===== src/include/vout_margin_consts.svh =====
// constants for the output-voltage margin and feedback-ratio registers
`ifndef VOUT_MARGIN_CONSTS_SVH
`define VOUT_MARGIN_CONSTS_SVH

// command codes
`define CODE_OPERATION 8'h01
`define CODE_CLEAR_FAULTS 8'h03
`define CODE_STORE_ALL 8'h11
`define CODE_RESTORE_ALL 8'h12
`define CODE_STORE_CODE 8'h13
`define CODE_RESTORE_CODE 8'h14
`define CODE_MARGIN_HIGH 8'h25
`define CODE_MARGIN_LOW 8'h26
`define CODE_FB_RATIO 8'h29

// reset values and writable bits
`define MARGIN_HIGH_RST 16'h0547
`define MARGIN_LOW_RST 16'h0451
`define FB_RATIO_RST 16'hb900
`define MARGIN_WR_MASK 16'h7fff
`define FB_RATIO_WR_MASK 16'h03ff

// operation byte margin field
`define OP_MARGIN_LSB 4
`define OP_MARGIN_MSB 5
`define OP_MARGIN_LOW 2'h1
`define OP_MARGIN_HIGH 2'h2

// ratio mantissa field and fixed exponent (-9)
`define FB_MANT_MSB 10
`define FB_EXP_SHIFT 9
// one quarter of nominal is the 25 percent window
`define MARGIN_WIN_SHIFT 2
// low byte carries the register code for store/restore by code
`define CODE_BYTE_MSB 7

`endif


===== src/include/vout_margin_pkg.sv =====
// types shared by the margin register bank
package vout_margin_pkg;

  typedef enum logic [1:0] {
    ST_NOMINAL,
    ST_MARGIN_LOW,
    ST_MARGIN_HIGH
  } margin_state_t;

  // one decoded command from the bus interface core
  typedef struct packed {
    logic valid;
    logic write;
    logic [7:0] code;
    logic [15:0] data;
  } pmbus_cmd_t;

  // read answer
  typedef struct packed {
    logic valid;
    logic [15:0] data;
  } pmbus_rsp_t;

  // fault flags
  typedef struct packed {
    logic cml;
    logic ivd;
  } cml_status_t;

endpackage


===== src/verilog/linear_word_reg.sv =====
// one command register with writable-bit mask and a non-volatile default copy
`include "vout_margin_consts.svh"

module linear_word_reg #(
  parameter int WORD_W = 16,
  parameter logic [WORD_W-1:0] RST_VAL = '0,
  parameter logic [WORD_W-1:0] WR_MASK = '1
) (
  input wire logic clk_in, // system clock
  input wire logic nrst_in, // synchronous reset, active low
  input wire logic wr_in, // host write
  input wire logic [WORD_W-1:0] wr_data_in, // host write data
  input wire logic store_in, // copy live value into default store
  input wire logic restore_in, // copy default store into live value
  output logic [WORD_W-1:0] value_out // live value
);

  if (WORD_W != 16) begin : g_chk
    $error("linear_word_reg serves 16-bit words only");
  end

  typedef struct packed {
    logic [WORD_W-1:0] live;
    logic [WORD_W-1:0] nv;
  } reg_state_t;

  reg_state_t state_r;
  reg_state_t state_nxt;

  always_comb begin
    state_nxt = state_r;
    // fixed bits keep their reset value, writable bits take host data
    if (wr_in) begin
      state_nxt.live = (wr_data_in & WR_MASK) | (RST_VAL & ~WR_MASK);
    end else if (restore_in) begin
      state_nxt.live = state_r.nv;
    end
    if (store_in) begin
      state_nxt.nv = state_r.live;
    end
  end

  always_ff @(posedge clk_in) begin
    if (!nrst_in) begin
      state_r <= '{live: RST_VAL, nv: RST_VAL};
    end else begin
      state_r <= state_nxt;
    end
  end

  assign value_out = state_r.live;

endmodule


===== src/verilog/margin_range_check.sv =====
// compares a margin value with the 25 percent window around nominal and clamps it
`include "vout_margin_consts.svh"

module margin_range_check #(
  parameter int WORD_W = 16
) (
  input wire logic [WORD_W-1:0] margin_in, // requested margin value
  input wire logic [WORD_W-1:0] nominal_in, // nominal output, trim excluded
  output logic [WORD_W:0] clamped_out, // value to apply
  output logic over_out, // above upper limit
  output logic under_out // below lower limit
);

  if (WORD_W < 4) begin : g_chk
    $error("margin_range_check needs at least 4 bits");
  end

  logic [WORD_W:0] quarter;
  logic [WORD_W:0] hi_lim;
  logic [WORD_W:0] lo_lim;
  logic [WORD_W:0] req;

  always_comb begin
    quarter = {1'b0, nominal_in} >> `MARGIN_WIN_SHIFT;
    hi_lim = {1'b0, nominal_in} + quarter;
    lo_lim = {1'b0, nominal_in} - quarter;
    req = {1'b0, margin_in};
    over_out = req > hi_lim;
    under_out = req < lo_lim;
    if (over_out) begin
      clamped_out = hi_lim;
    end else if (under_out) begin
      clamped_out = lo_lim;
    end else begin
      clamped_out = req;
    end
  end

endmodule


===== src/verilog/vout_margin_scale_registers.sv =====
// margin-high, margin-low and feedback-ratio command registers with margin selection
//
// Notes on behaviour
// - margin-high state steers the output target to the margin-high register (25h)
// - margin-low state steers the output target to the margin-low register (26h)
// - margin values are linear, exponent -10; target is margin plus trim
// - margin register writes are stored unchecked and raise no status
// - range check happens only when an operation command selects a margin state
// - out-of-window margin sets cml in status byte and invalid-data flag
// - out-of-window margin still applies, clamped to the exceeded limit
// - window is 25 percent of nominal alone, trim offset excluded
// - margin-high register resets to 0x547
// - margin-low register resets to 0x451
// - store-all, or store-by-code naming a register, copies it to default store
// - restore-all, or restore-by-code naming a register, reloads its default
// - feedback ratio (29h) defaults to 0.5
// - ratio upper six bits are read-only, lower ten mantissa bits writable
// - only the reference result (vref) is scaled by the feedback ratio; the vout result is not
// - ratio exponent fixed at -9; mantissa 256 means 0.5
`include "vout_margin_consts.svh"

module vout_margin_scale_registers #(
  parameter int WORD_W = 16
) (
  input wire logic clk_in, // system clock, 25 MHz
  input wire logic nrst_in, // synchronous reset, active low
  input vout_margin_pkg::pmbus_cmd_t cmd_in, // decoded command from bus core
  input wire logic signed [WORD_W-1:0] trim_in, // trim offset, 2^-10 volt units
  input wire logic [WORD_W-1:0] nominal_in, // nominal output, 2^-10 volt units
  output vout_margin_pkg::pmbus_rsp_t rsp_out, // read answer
  output vout_margin_pkg::cml_status_t status_out, // cml and invalid-data flags
  output vout_margin_pkg::margin_state_t state_out, // selected output state
  output logic [WORD_W-1:0] vout_cmd_out, // commanded output, 2^-10 volt units
  output logic [WORD_W-1:0] vref_cmd_out // commanded reference after ratio
);
  import vout_margin_pkg::*;

  if (WORD_W != 16) begin : g_chk
    $error("vout_margin_scale_registers serves 16-bit words only");
  end

  // a zero shift would make the window as wide as nominal itself
  if (`MARGIN_WIN_SHIFT < 1) begin : g_win_chk
    $error("vout_margin_scale_registers needs a window narrower than nominal");
  end

  localparam int PROD_W = WORD_W + 3 + `FB_MANT_MSB + 1;

  typedef struct packed {
    pmbus_rsp_t rsp;
    cml_status_t status;
    margin_state_t state;
    logic [WORD_W:0] applied;
    logic [WORD_W-1:0] vout;
    logic [WORD_W-1:0] vref;
  } top_state_t;

  top_state_t state_r;
  top_state_t state_nxt;

  logic [WORD_W-1:0] hi_val;
  logic [WORD_W-1:0] lo_val;
  logic [WORD_W-1:0] ratio_val;
  logic wr_cmd;
  logic [1:0] op_margin;
  logic [7:0] code_sel;
  logic store_all;
  logic restore_all;
  logic store_code;
  logic restore_code;
  logic hi_wr;
  logic lo_wr;
  logic ratio_wr;
  logic hi_store;
  logic lo_store;
  logic ratio_store;
  logic hi_restore;
  logic lo_restore;
  logic ratio_restore;
  logic hi_bad;
  logic lo_bad;
  logic [WORD_W-1:0] rd_data;
  logic [WORD_W:0] hi_clamped;
  logic hi_over;
  logic hi_under;
  logic [WORD_W:0] lo_clamped;
  logic lo_over;
  logic lo_under;
  logic signed [WORD_W+2:0] target;
  logic signed [WORD_W+2:0] target_pos;
  logic signed [`FB_MANT_MSB:0] mant;
  logic signed [PROD_W-1:0] product;
  logic [PROD_W-1:0] scaled;

  // command decode
  always_comb begin
    wr_cmd = cmd_in.valid && cmd_in.write;
    op_margin = cmd_in.data[`OP_MARGIN_MSB:`OP_MARGIN_LSB];
    code_sel = cmd_in.data[`CODE_BYTE_MSB:0];
    store_all = wr_cmd && (cmd_in.code == `CODE_STORE_ALL);
    restore_all = wr_cmd && (cmd_in.code == `CODE_RESTORE_ALL);
    store_code = wr_cmd && (cmd_in.code == `CODE_STORE_CODE);
    restore_code = wr_cmd && (cmd_in.code == `CODE_RESTORE_CODE);
    // writes land without any range check
    // unchecked margin and ratio writes
    hi_wr = wr_cmd && (cmd_in.code == `CODE_MARGIN_HIGH);
    lo_wr = wr_cmd && (cmd_in.code == `CODE_MARGIN_LOW);
    ratio_wr = wr_cmd && (cmd_in.code == `CODE_FB_RATIO);
    // store by code picks one register
    hi_store = store_all || (store_code && code_sel == `CODE_MARGIN_HIGH);
    lo_store = store_all || (store_code && code_sel == `CODE_MARGIN_LOW);
    ratio_store = store_all || (store_code && code_sel == `CODE_FB_RATIO);
    // restore by code picks one register
    hi_restore = restore_all || (restore_code && code_sel == `CODE_MARGIN_HIGH);
    lo_restore = restore_all || (restore_code && code_sel == `CODE_MARGIN_LOW);
    ratio_restore = restore_all || (restore_code && code_sel == `CODE_FB_RATIO);
  end

  // read data mux, unknown codes answer zero
  always_comb begin
    unique case (cmd_in.code)
      `CODE_MARGIN_HIGH: rd_data = hi_val;
      `CODE_MARGIN_LOW: rd_data = lo_val;
      `CODE_FB_RATIO: rd_data = ratio_val;
      default: rd_data = '0;
    endcase
  end

  linear_word_reg #(
    .WORD_W(WORD_W),
    .RST_VAL(`MARGIN_HIGH_RST),
    .WR_MASK(`MARGIN_WR_MASK)
  ) u_margin_high (
    .clk_in(clk_in),
    .nrst_in(nrst_in),
    .wr_in(hi_wr),
    .wr_data_in(cmd_in.data),
    .store_in(hi_store),
    .restore_in(hi_restore),
    .value_out(hi_val)
  );

  linear_word_reg #(
    .WORD_W(WORD_W),
    .RST_VAL(`MARGIN_LOW_RST),
    .WR_MASK(`MARGIN_WR_MASK)
  ) u_margin_low (
    .clk_in(clk_in),
    .nrst_in(nrst_in),
    .wr_in(lo_wr),
    .wr_data_in(cmd_in.data),
    .store_in(lo_store),
    .restore_in(lo_restore),
    .value_out(lo_val)
  );

  linear_word_reg #(
    .WORD_W(WORD_W),
    .RST_VAL(`FB_RATIO_RST),
    .WR_MASK(`FB_RATIO_WR_MASK)
  ) u_fb_ratio (
    .clk_in(clk_in),
    .nrst_in(nrst_in),
    .wr_in(ratio_wr),
    .wr_data_in(cmd_in.data),
    .store_in(ratio_store),
    .restore_in(ratio_restore),
    .value_out(ratio_val)
  );

  margin_range_check #(
    .WORD_W(WORD_W)
  ) u_check_high (
    .margin_in(hi_val),
    .nominal_in(nominal_in),
    .clamped_out(hi_clamped),
    .over_out(hi_over),
    .under_out(hi_under)
  );

  margin_range_check #(
    .WORD_W(WORD_W)
  ) u_check_low (
    .margin_in(lo_val),
    .nominal_in(nominal_in),
    .clamped_out(lo_clamped),
    .over_out(lo_over),
    .under_out(lo_under)
  );

  // out of window on either side
  always_comb begin
    hi_bad = hi_over || hi_under;
    lo_bad = lo_over || lo_under;
  end

  // the target carries three guard bits so that trim cannot wrap it;
  // the product is wide enough for a full eleven-bit mantissa, so the
  // saturation below only trips for ratios the host should never program

  // output target arithmetic on the registered state
  always_comb begin
    if (state_r.state == ST_NOMINAL) begin
      target = $signed({3'b000, nominal_in}) + (WORD_W+3)'(trim_in);
    end else begin
      target = $signed({2'b00, state_r.applied}) + (WORD_W+3)'(trim_in);
    end
    // a negative target cannot be regulated, floor it at zero
    target_pos = target[WORD_W+2] ? '0 : target;
    mant = $signed(ratio_val[`FB_MANT_MSB:0]);
    product = PROD_W'(target_pos) * PROD_W'(mant);
    scaled = PROD_W'(product >>> `FB_EXP_SHIFT);
  end

  // state update
  always_comb begin
    state_nxt = state_r;
    state_nxt.rsp.valid = 1'b0;

    if (cmd_in.valid && !cmd_in.write) begin
      state_nxt.rsp.valid = 1'b1;
      state_nxt.rsp.data = rd_data;
    end

    if (wr_cmd && cmd_in.code == `CODE_CLEAR_FAULTS) begin
      state_nxt.status = '0;
    end

    if (wr_cmd && cmd_in.code == `CODE_OPERATION) begin
      unique case (op_margin)
        `OP_MARGIN_HIGH: begin
          state_nxt.state = ST_MARGIN_HIGH;
          state_nxt.applied = hi_clamped;
          if (hi_bad) begin
            state_nxt.status = '{cml: 1'b1, ivd: 1'b1};
          end
        end
        `OP_MARGIN_LOW: begin
          state_nxt.state = ST_MARGIN_LOW;
          state_nxt.applied = lo_clamped;
          if (lo_bad) begin
            state_nxt.status = '{cml: 1'b1, ivd: 1'b1};
          end
        end
        default: begin
          state_nxt.state = ST_NOMINAL;
        end
      endcase
    end

    // saturate into the output word
    if (|target_pos[WORD_W+2:WORD_W]) begin
      state_nxt.vout = '1;
    end else begin
      state_nxt.vout = target_pos[WORD_W-1:0];
    end
    if (|scaled[PROD_W-1:WORD_W]) begin
      state_nxt.vref = '1;
    end else begin
      state_nxt.vref = scaled[WORD_W-1:0];
    end
  end

  always_ff @(posedge clk_in) begin
    if (!nrst_in) begin
      state_r <= '{
        rsp: '0,
        status: '0,
        state: ST_NOMINAL,
        applied: '0,
        vout: '0,
        vref: '0
      };
    end else begin
      state_r <= state_nxt;
    end
  end

  assign rsp_out = state_r.rsp;
  assign status_out = state_r.status;
  assign state_out = state_r.state;
  assign vout_cmd_out = state_r.vout;
  assign vref_cmd_out = state_r.vref;

endmodule

===== config.mk =====
export PLATFORM = sky130hd
export DESIGN_NAME = vout_margin_scale_registers
export DESIGN_NICKNAME = d
export VERILOG_FILES = /design/src/include/vout_margin_pkg.sv /design/src/verilog/linear_word_reg.sv /design/src/verilog/margin_range_check.sv /design/src/verilog/vout_margin_scale_registers.sv
export VERILOG_INCLUDE_DIRS = /design/src /design/src/include
export SDC_FILE = /design/constraint.sdc
export NUM_CORES = 1
export LEC_CHECK = 0
export BUFFER_PORTS_ARGS = -buffer_cell sky130_fd_sc_hd__buf_4
export CORE_ASPECT_RATIO = 0.5
export CORE_MARGIN = 3
export CORE_UTILIZATION = 35
export DETAILED_ROUTE_END_ITERATION = 10
export SYNTH_ARGS = -nofsm -noshare
export SYNTH_HDL_FRONTEND = slang
export SYNTH_HIERARCHICAL = 1
export SYNTH_SLANG_ARGS = --single-unit

===== constraint.sdc =====
create_clock -name clk_in -period 12.5 [get_ports clk_in]
set_input_delay 3.125 -clock clk_in [delete_from_list [all_inputs] [get_ports clk_in]]
set_output_delay 3.125 -clock clk_in [all_outputs]
set_load 0.05 [all_outputs]

==> metrics.md, run 1 <==
| Metric | Value |
|---|---|
| # rows | `63` |
| Tot Pwr | `1.74 mW` |
| Routed vias/inst | `5.19` |
| Die W | `355 um` |
| Drt pass-1 iters | `6` |
| Post-synth EDFFs | `0` |
| Clock buffer depth | `2` |
| Drt total wl | `58000 um` |
| RR Startpoint | `state_r[32]` |
| Multi-input logic area | `0.0156 sq mm` |
| Tot GR Track Use | `17.9%` |
| Kind of critical path | `in2reg` |
| Final std cells w/o fill | `3279` |
| Hold EP | `rsp_out[12]` |
| Max IR drop VDD | `0.0875 mV` |
| WP data arrival | `11840 ps` |
| Crit path capture type | `register` |
| Tmin final | `11500 ps` |
| Layout area overhead | `6.06%` |
| DP Cell Count | `3247` |
| Post-route DRC | `0` |
| Max Cap Violations | `0` |
| Hold Path Class | `reg2reg` |
| Final setup fails | `0` |
| Worst EP required | `12840 ps` |
| Post-Place Worst Slack | `526 ps` |
| Die footprint | `0.0640 sq mm` |
| Ports | `113` |
| Worst reg2reg path depth | `30` |
| Overflow after GRT | `0` |
| Vias in the first global route | `16819` |
| Antenna violations before repair | `0` |
| Leading cell types in the layout, fill and taps excluded | `inv_1 (265), ha_1 (238), nand2_1 (211)` |
| Power Dens Cells | `77.1 mW/mm^2` |
| I/O Buffers | `111` |
| Final #Nets | `2900` |
| PnR worst setup slack | `1000 ps` |
| CTS clk-pin slew, worst paths | `70 ps` |
| Core Area | `0.0597 sq mm` |
| Post-synthesis cell area | `0.0213 sq mm` |
| Yosys reg bits | `166` |
| Core Util, Final | `37.8%` |
| Yosys warns | `6` |
| GPL Wtd Cong | `0.909` |
| RSZ-0062 raised after global routing | `no` |
| Leak | `10.4 nW` |
| Worst skew pair latency | `470 ps` |
| Inserted Clock Buffers | `17` |
| Share of layout cells above drive strength 1 | `10.0%` |
| Setup bufs post-CTS | `0` |
| Post-Synthesis Cells | `2520` |
| CTS tree | `yes` |
| Clk_skew | `17.2 ps` |
| Design area | `0.0226 sq mm` |
| Worst Path Max Fanout | `16` |
| # resized after CTS | `0` |
| Root Driver | `clkbuf_16` |
| Final Hold Slack | `455 ps` |
| Total negative slack | `0 ps` |
| RR Endpoint | `vref_cmd_out[10]` |
| CTS Hold Buffers Added | `0` |
| Final slew viol count | `0` |
| Slowest stage delay, CP | `830 ps` |
| Outcome | `completed` |
| Worst Max-Slew Pin Slew | `1120 ps` |
| Startpoint Class | `primary input` |
| Fmax | `87.0 MHz` |
| Starting Density | `35.7%` |
| Main synth FF type | `dfxtp_1` |
| DP Area | `0.0219 sq mm` |
| Hold Crit Start | `rsp_out[12]` |
| Die height | `180 um` |
| Crit-path leading delay family | `adder cells` |
| Final Hold Viols | `0` |
| Slowest stage cell, crit path | `nor2_1` |
| Commonest non-fill, non-tap cell in the layout | `inv_1` |
| Period utilisation layout | `92.0%` |
| Filler instances | `6173` |
| H-tree levels | `4` |
| Buf/Inv on CP | `4` |
| Hold Path Stages | `2` |
| First-pass GRT wire length | `91800 um` |
| First DRT Iteration DRCs | `1253` |
| Routed Antenna Nets | `0` |
| CTS Sinks | `166` |
| Flop-to-flop setup slack | `3590 ps` |
| Syn Nets | `2966` |
| Via count | `17023` |
| Largest net degree at the start of global routing | `77` |
| Sequential area share after synthesis | `15.6%` |
| Antenna Cells | `0` |
| Slew HR | `25.0%` |
| Async SR Flop Fraction | `0%` |
| Reg area | `0.00332 sq mm` |
| Netlist cell types | `88` |
| Wirelength per Cell | `17.7 um` |
| Cell with the most instances on the worst path | `fa_1` |
| Syn Area/Cell | `8.45 sq um` |
| DP HPWL | `45100 um` |
==> sequential cells by signal, summed over array words and instances (netlist names) <==
name and cells:
u_margin_high/value_out 16, u_fb_ratio/value_out 16, state_out 2, rsp_out 17
u_margin_low/state_r 16, state_r 17, status_out 2, u_fb_ratio/state_r 16
vout_cmd_out 16, u_margin_high/state_r 16, vref_cmd_out 16, u_margin_low/value_out 16
==> layer usage <==
| metal | track usage (%) | wire [um] |
|---|---|---|
| met1 | 23.6 | 26800 |
| met3 | 2.40 | 2420 |
| met4 | 5.37 | 1290 |
| met5 | 0 | 0 |
| met2 | 30.6 | 27500 |
==> cells by family (layout without fill, tap and decap cells) <==
| family | Yosys count | in the layout | synth area share (%) |
|---|---|---|---|
| adder cells (fa/ha/maj) | 386 | 386 | 27.9 |
| AND/OR/NAND/NOR | 750 | 750 | 17.9 |
| AO/OA/AOI/OAI | 500 | 500 | 16.5 |
| XOR/XNOR | 90 | 90 | 3.74 |
| buffers and inverters | 489 | 436 | 11.4 |
| flip-flops | 166 | 166 | 15.6 |
| multiplexers | 139 | 139 | 6.93 |
==> worst min-delay path: stages, from the launching register on <==
cell and delay (ps):
dfxtp_1 310, nand2_1 50, a21oi_1 50
==> where the power goes <==
group | leakage [nW] | internal [mW] | switching, mW
clock network | 0.303 | 0.278 | 0.292
registers | 1.34 | 0.540 | 0.00468
logic | 8.80 | 0.237 | 0.389
total | 10.4 | 1.05 | 0.686
==> area by class of cell <==
class | count | share of cell area [%]
multi-input combinational | 1865 | 69.0
inverter | 268 | 4.48
clock inverter | 15 | 0.925
tap | 812 | 4.50
clock buffer | 17 | 1.88
sequential | 166 | 14.7
timing repair buffer | 136 | 4.52
==> worst max-delay path by stage <==
stage,start,end,cells after the start
CTS,nominal_in[3],vref_cmd_out[10],28
floorplan,trim_in[0],vref_cmd_out[6],31
global route,nominal_in[10],vref_cmd_out[9],29
detailed placement,nominal_in[3],vref_cmd_out[10],27
finish,nominal_in[3],vref_cmd_out[10],28
global placement,nominal_in[1],vref_cmd_out[1],28
==> synthesized netlist by cell type, types with 8 or more instances <==
master	count	share of area, %
a2111oi_0	9	0.37
a211oi_1	48	1.7
a21o_1	43	1.5
a21oi_1	124	2.9
a221oi_1	8	0.33
a222oi_1	16	0.75
a31oi_1	9	0.26
and2_1	93	2.7
and3_1	11	0.32
and3b_1	11	0.45
buf_1	8	0.14
buf_2	29	0.68
buf_4	107	3.8
buf_6	14	0.74
clkbuf_1	59	1.0
dfxtp_1	166	16
fa_1	148	14
ha_1	238	14
inv_1	265	4.7
mux2_2	20	1.1
mux2_4	12	0.85
mux2i_1	107	5.0
nand2_1	211	3.7
nand2b_1	47	1.4
nand3_1	32	0.75
nand4_1	9	0.26
nor2_1	179	3.2
nor2b_1	61	1.8
nor3_1	22	0.52
o211a_1	29	1.4
o211ai_1	10	0.35
o21a_1	53	1.9
o21ai_0	50	1.2
o21ai_1	16	0.38
o31ai_1	14	0.49
or3_1	27	0.79
xnor2_1	64	2.6
xor2_1	25	1.0
Power figures use the tool's default switching activity.
==> run 2, diff against run 1 <==
Settings changed: BUFFER_PORTS_ARGS -buffer_cell sky130_fd_sc_hd__buf_4 to -buffer_cell sky130_fd_sc_hd__buf_2, CORE_MARGIN 3 to 2.
==> metrics.md, run 2 (synthesized netlist as in run 1, its figures left out) <==
| Metric | Value |
|---|---|
| Outcome | `completed` |
| CTS Hold Buffers Added | `0` |
| Final std cells w/o fill | `3287` |
| Final setup fails | `0` |
| Hold Path Stages | `2` |
| Final Hold Slack | `454 ps` |
| Drt total wl | `57000 um` |
| Hold Path Class | `reg2reg` |
| DP HPWL | `44700 um` |
| DP Cell Count | `3255` |
| Inserted Clock Buffers | `17` |
| Slew HR | `22.4%` |
| Final slew viol count | `0` |
| CTS clk-pin slew, worst paths | `70 ps` |
| Commonest non-fill, non-tap cell in the layout | `inv_1` |
| Starting Density | `35.7%` |
| Root Driver | `clkbuf_16` |
| Via count | `16870` |
| Slowest stage delay, CP | `890 ps` |
| Leading cell types in the layout, fill and taps excluded | `inv_1 (265), ha_1 (238), nand2_1 (211)` |
| Worst skew pair latency | `460 ps` |
| Hold Crit Start | `rsp_out[8]` |
| RR Endpoint | `vref_cmd_out[7]` |
| Worst Path Max Fanout | `16` |
| H-tree levels | `4` |
| Post-Place Worst Slack | `518 ps` |
| Tot GR Track Use | `17.8%` |
| RSZ-0062 raised after global routing | `no` |
| Final Hold Viols | `0` |
| Routed vias/inst | `5.13` |
| Max IR drop VDD | `0.0904 mV` |
| Setup bufs post-CTS | `0` |
| Max Cap Violations | `0` |
| Crit path capture type | `register` |
| I/O Buffers | `111` |
| Tmin final | `11530 ps` |
| Worst reg2reg path depth | `30` |
| Worst EP required | `12850 ps` |
| Cell with the most instances on the worst path | `fa_1` |
| Ports | `113` |
| Antenna Cells | `0` |
| Fmax | `86.7 MHz` |
| Core Area | `0.0597 sq mm` |
| PnR worst setup slack | `971 ps` |
| Core Util, Final | `37.5%` |
| Kind of critical path | `in2reg` |
| Clk_skew | `21.8 ps` |
| Startpoint Class | `primary input` |
| Total negative slack | `0 ps` |
| # resized after CTS | `0` |
| CTS tree | `yes` |
| Power Dens Cells | `77.6 mW/mm^2` |
| Die W | `353 um` |
| Share of layout cells above drive strength 1 | `10.3%` |
| Worst Max-Slew Pin Slew | `1150 ps` |
| CTS Sinks | `166` |
| Clock buffer depth | `2` |
| First-pass GRT wire length | `89200 um` |
| Tot Pwr | `1.74 mW` |
| Largest net degree at the start of global routing | `69` |
| Antenna violations before repair | `1` |
| DP Area | `0.0217 sq mm` |
| # rows | `63` |
| Routed Antenna Nets | `0` |
| Wirelength per Cell | `17.3 um` |
| WP data arrival | `11880 ps` |
| Leak | `10.4 nW` |
| Period utilisation layout | `92.2%` |
| Die height | `178 um` |
| Layout area overhead | `5.06%` |
| Filler instances | `6167` |
| Flop-to-flop setup slack | `3530 ps` |
| Design area | `0.0224 sq mm` |
| GPL Wtd Cong | `0.891` |
| Slowest stage cell, crit path | `nor2_1` |
| Vias in the first global route | `16116` |
| Post-route DRC | `0` |
| Final #Nets | `2908` |
| First DRT Iteration DRCs | `1213` |
| Hold EP | `rsp_out[8]` |
| Die footprint | `0.0629 sq mm` |
| RR Startpoint | `state_r[32]` |
| Overflow after GRT | `0` |
| Drt pass-1 iters | `7` |
[run 2: area by class of cell]
class,instances,area [sq um],area share (%)
clock buffers,17,425,1.90
repair buffers,144,806,3.60
clock inverters,15,210,0.940
well taps,812,1020,4.54
flip-flops and latches,166,3320,14.9
multi-input cells,1865,15600,69.6
inverters,268,1010,4.52
[run 2: critical path: cells and delay by family]
family,cells,cell delay (ps)
adder cells (fa/ha/maj),7,3240
AO/OA/AOI/OAI,11,2780
AND/OR/NAND/NOR,4,1750
buffers and inverters,5,450
XOR/XNOR,1,350
multiplexers,1,200
[run 2: how the worst max path moves through the flow]
stage	start	to	slack, ps	depth (start not counted)
2_1_floorplan	trim_in[0]	vref_cmd_out[6]	2030	31
3_5_place_dp	nominal_in[6]	vref_cmd_out[12]	520	29
4_1_cts	nominal_in[6]	vref_cmd_out[7]	990	28
6_report	nominal_in[6]	vref_cmd_out[7]	970	29
5_1_grt	nominal_in[10]	vref_cmd_out[12]	490	29
3_3_place_gp	nominal_in[6]	vref_cmd_out[0]	610	29
[run 2: per-layer routing]
layer  share of wire (%)  wire (um)  global-route usage [%]
met1                  48      27200                    23.9
met2                  47      26800                    30.9
met3                 3.7       2120                    2.25
met5                   0          0                       0
met4                 1.4        811                    3.77
[run 2: power breakdown]
part | switching, mW | internal [mW] | total (mW)
Combinational | 0.385 | 0.227 | 0.612
Sequential | 0.00360 | 0.540 | 0.544
Clock | 0.299 | 0.281 | 0.580
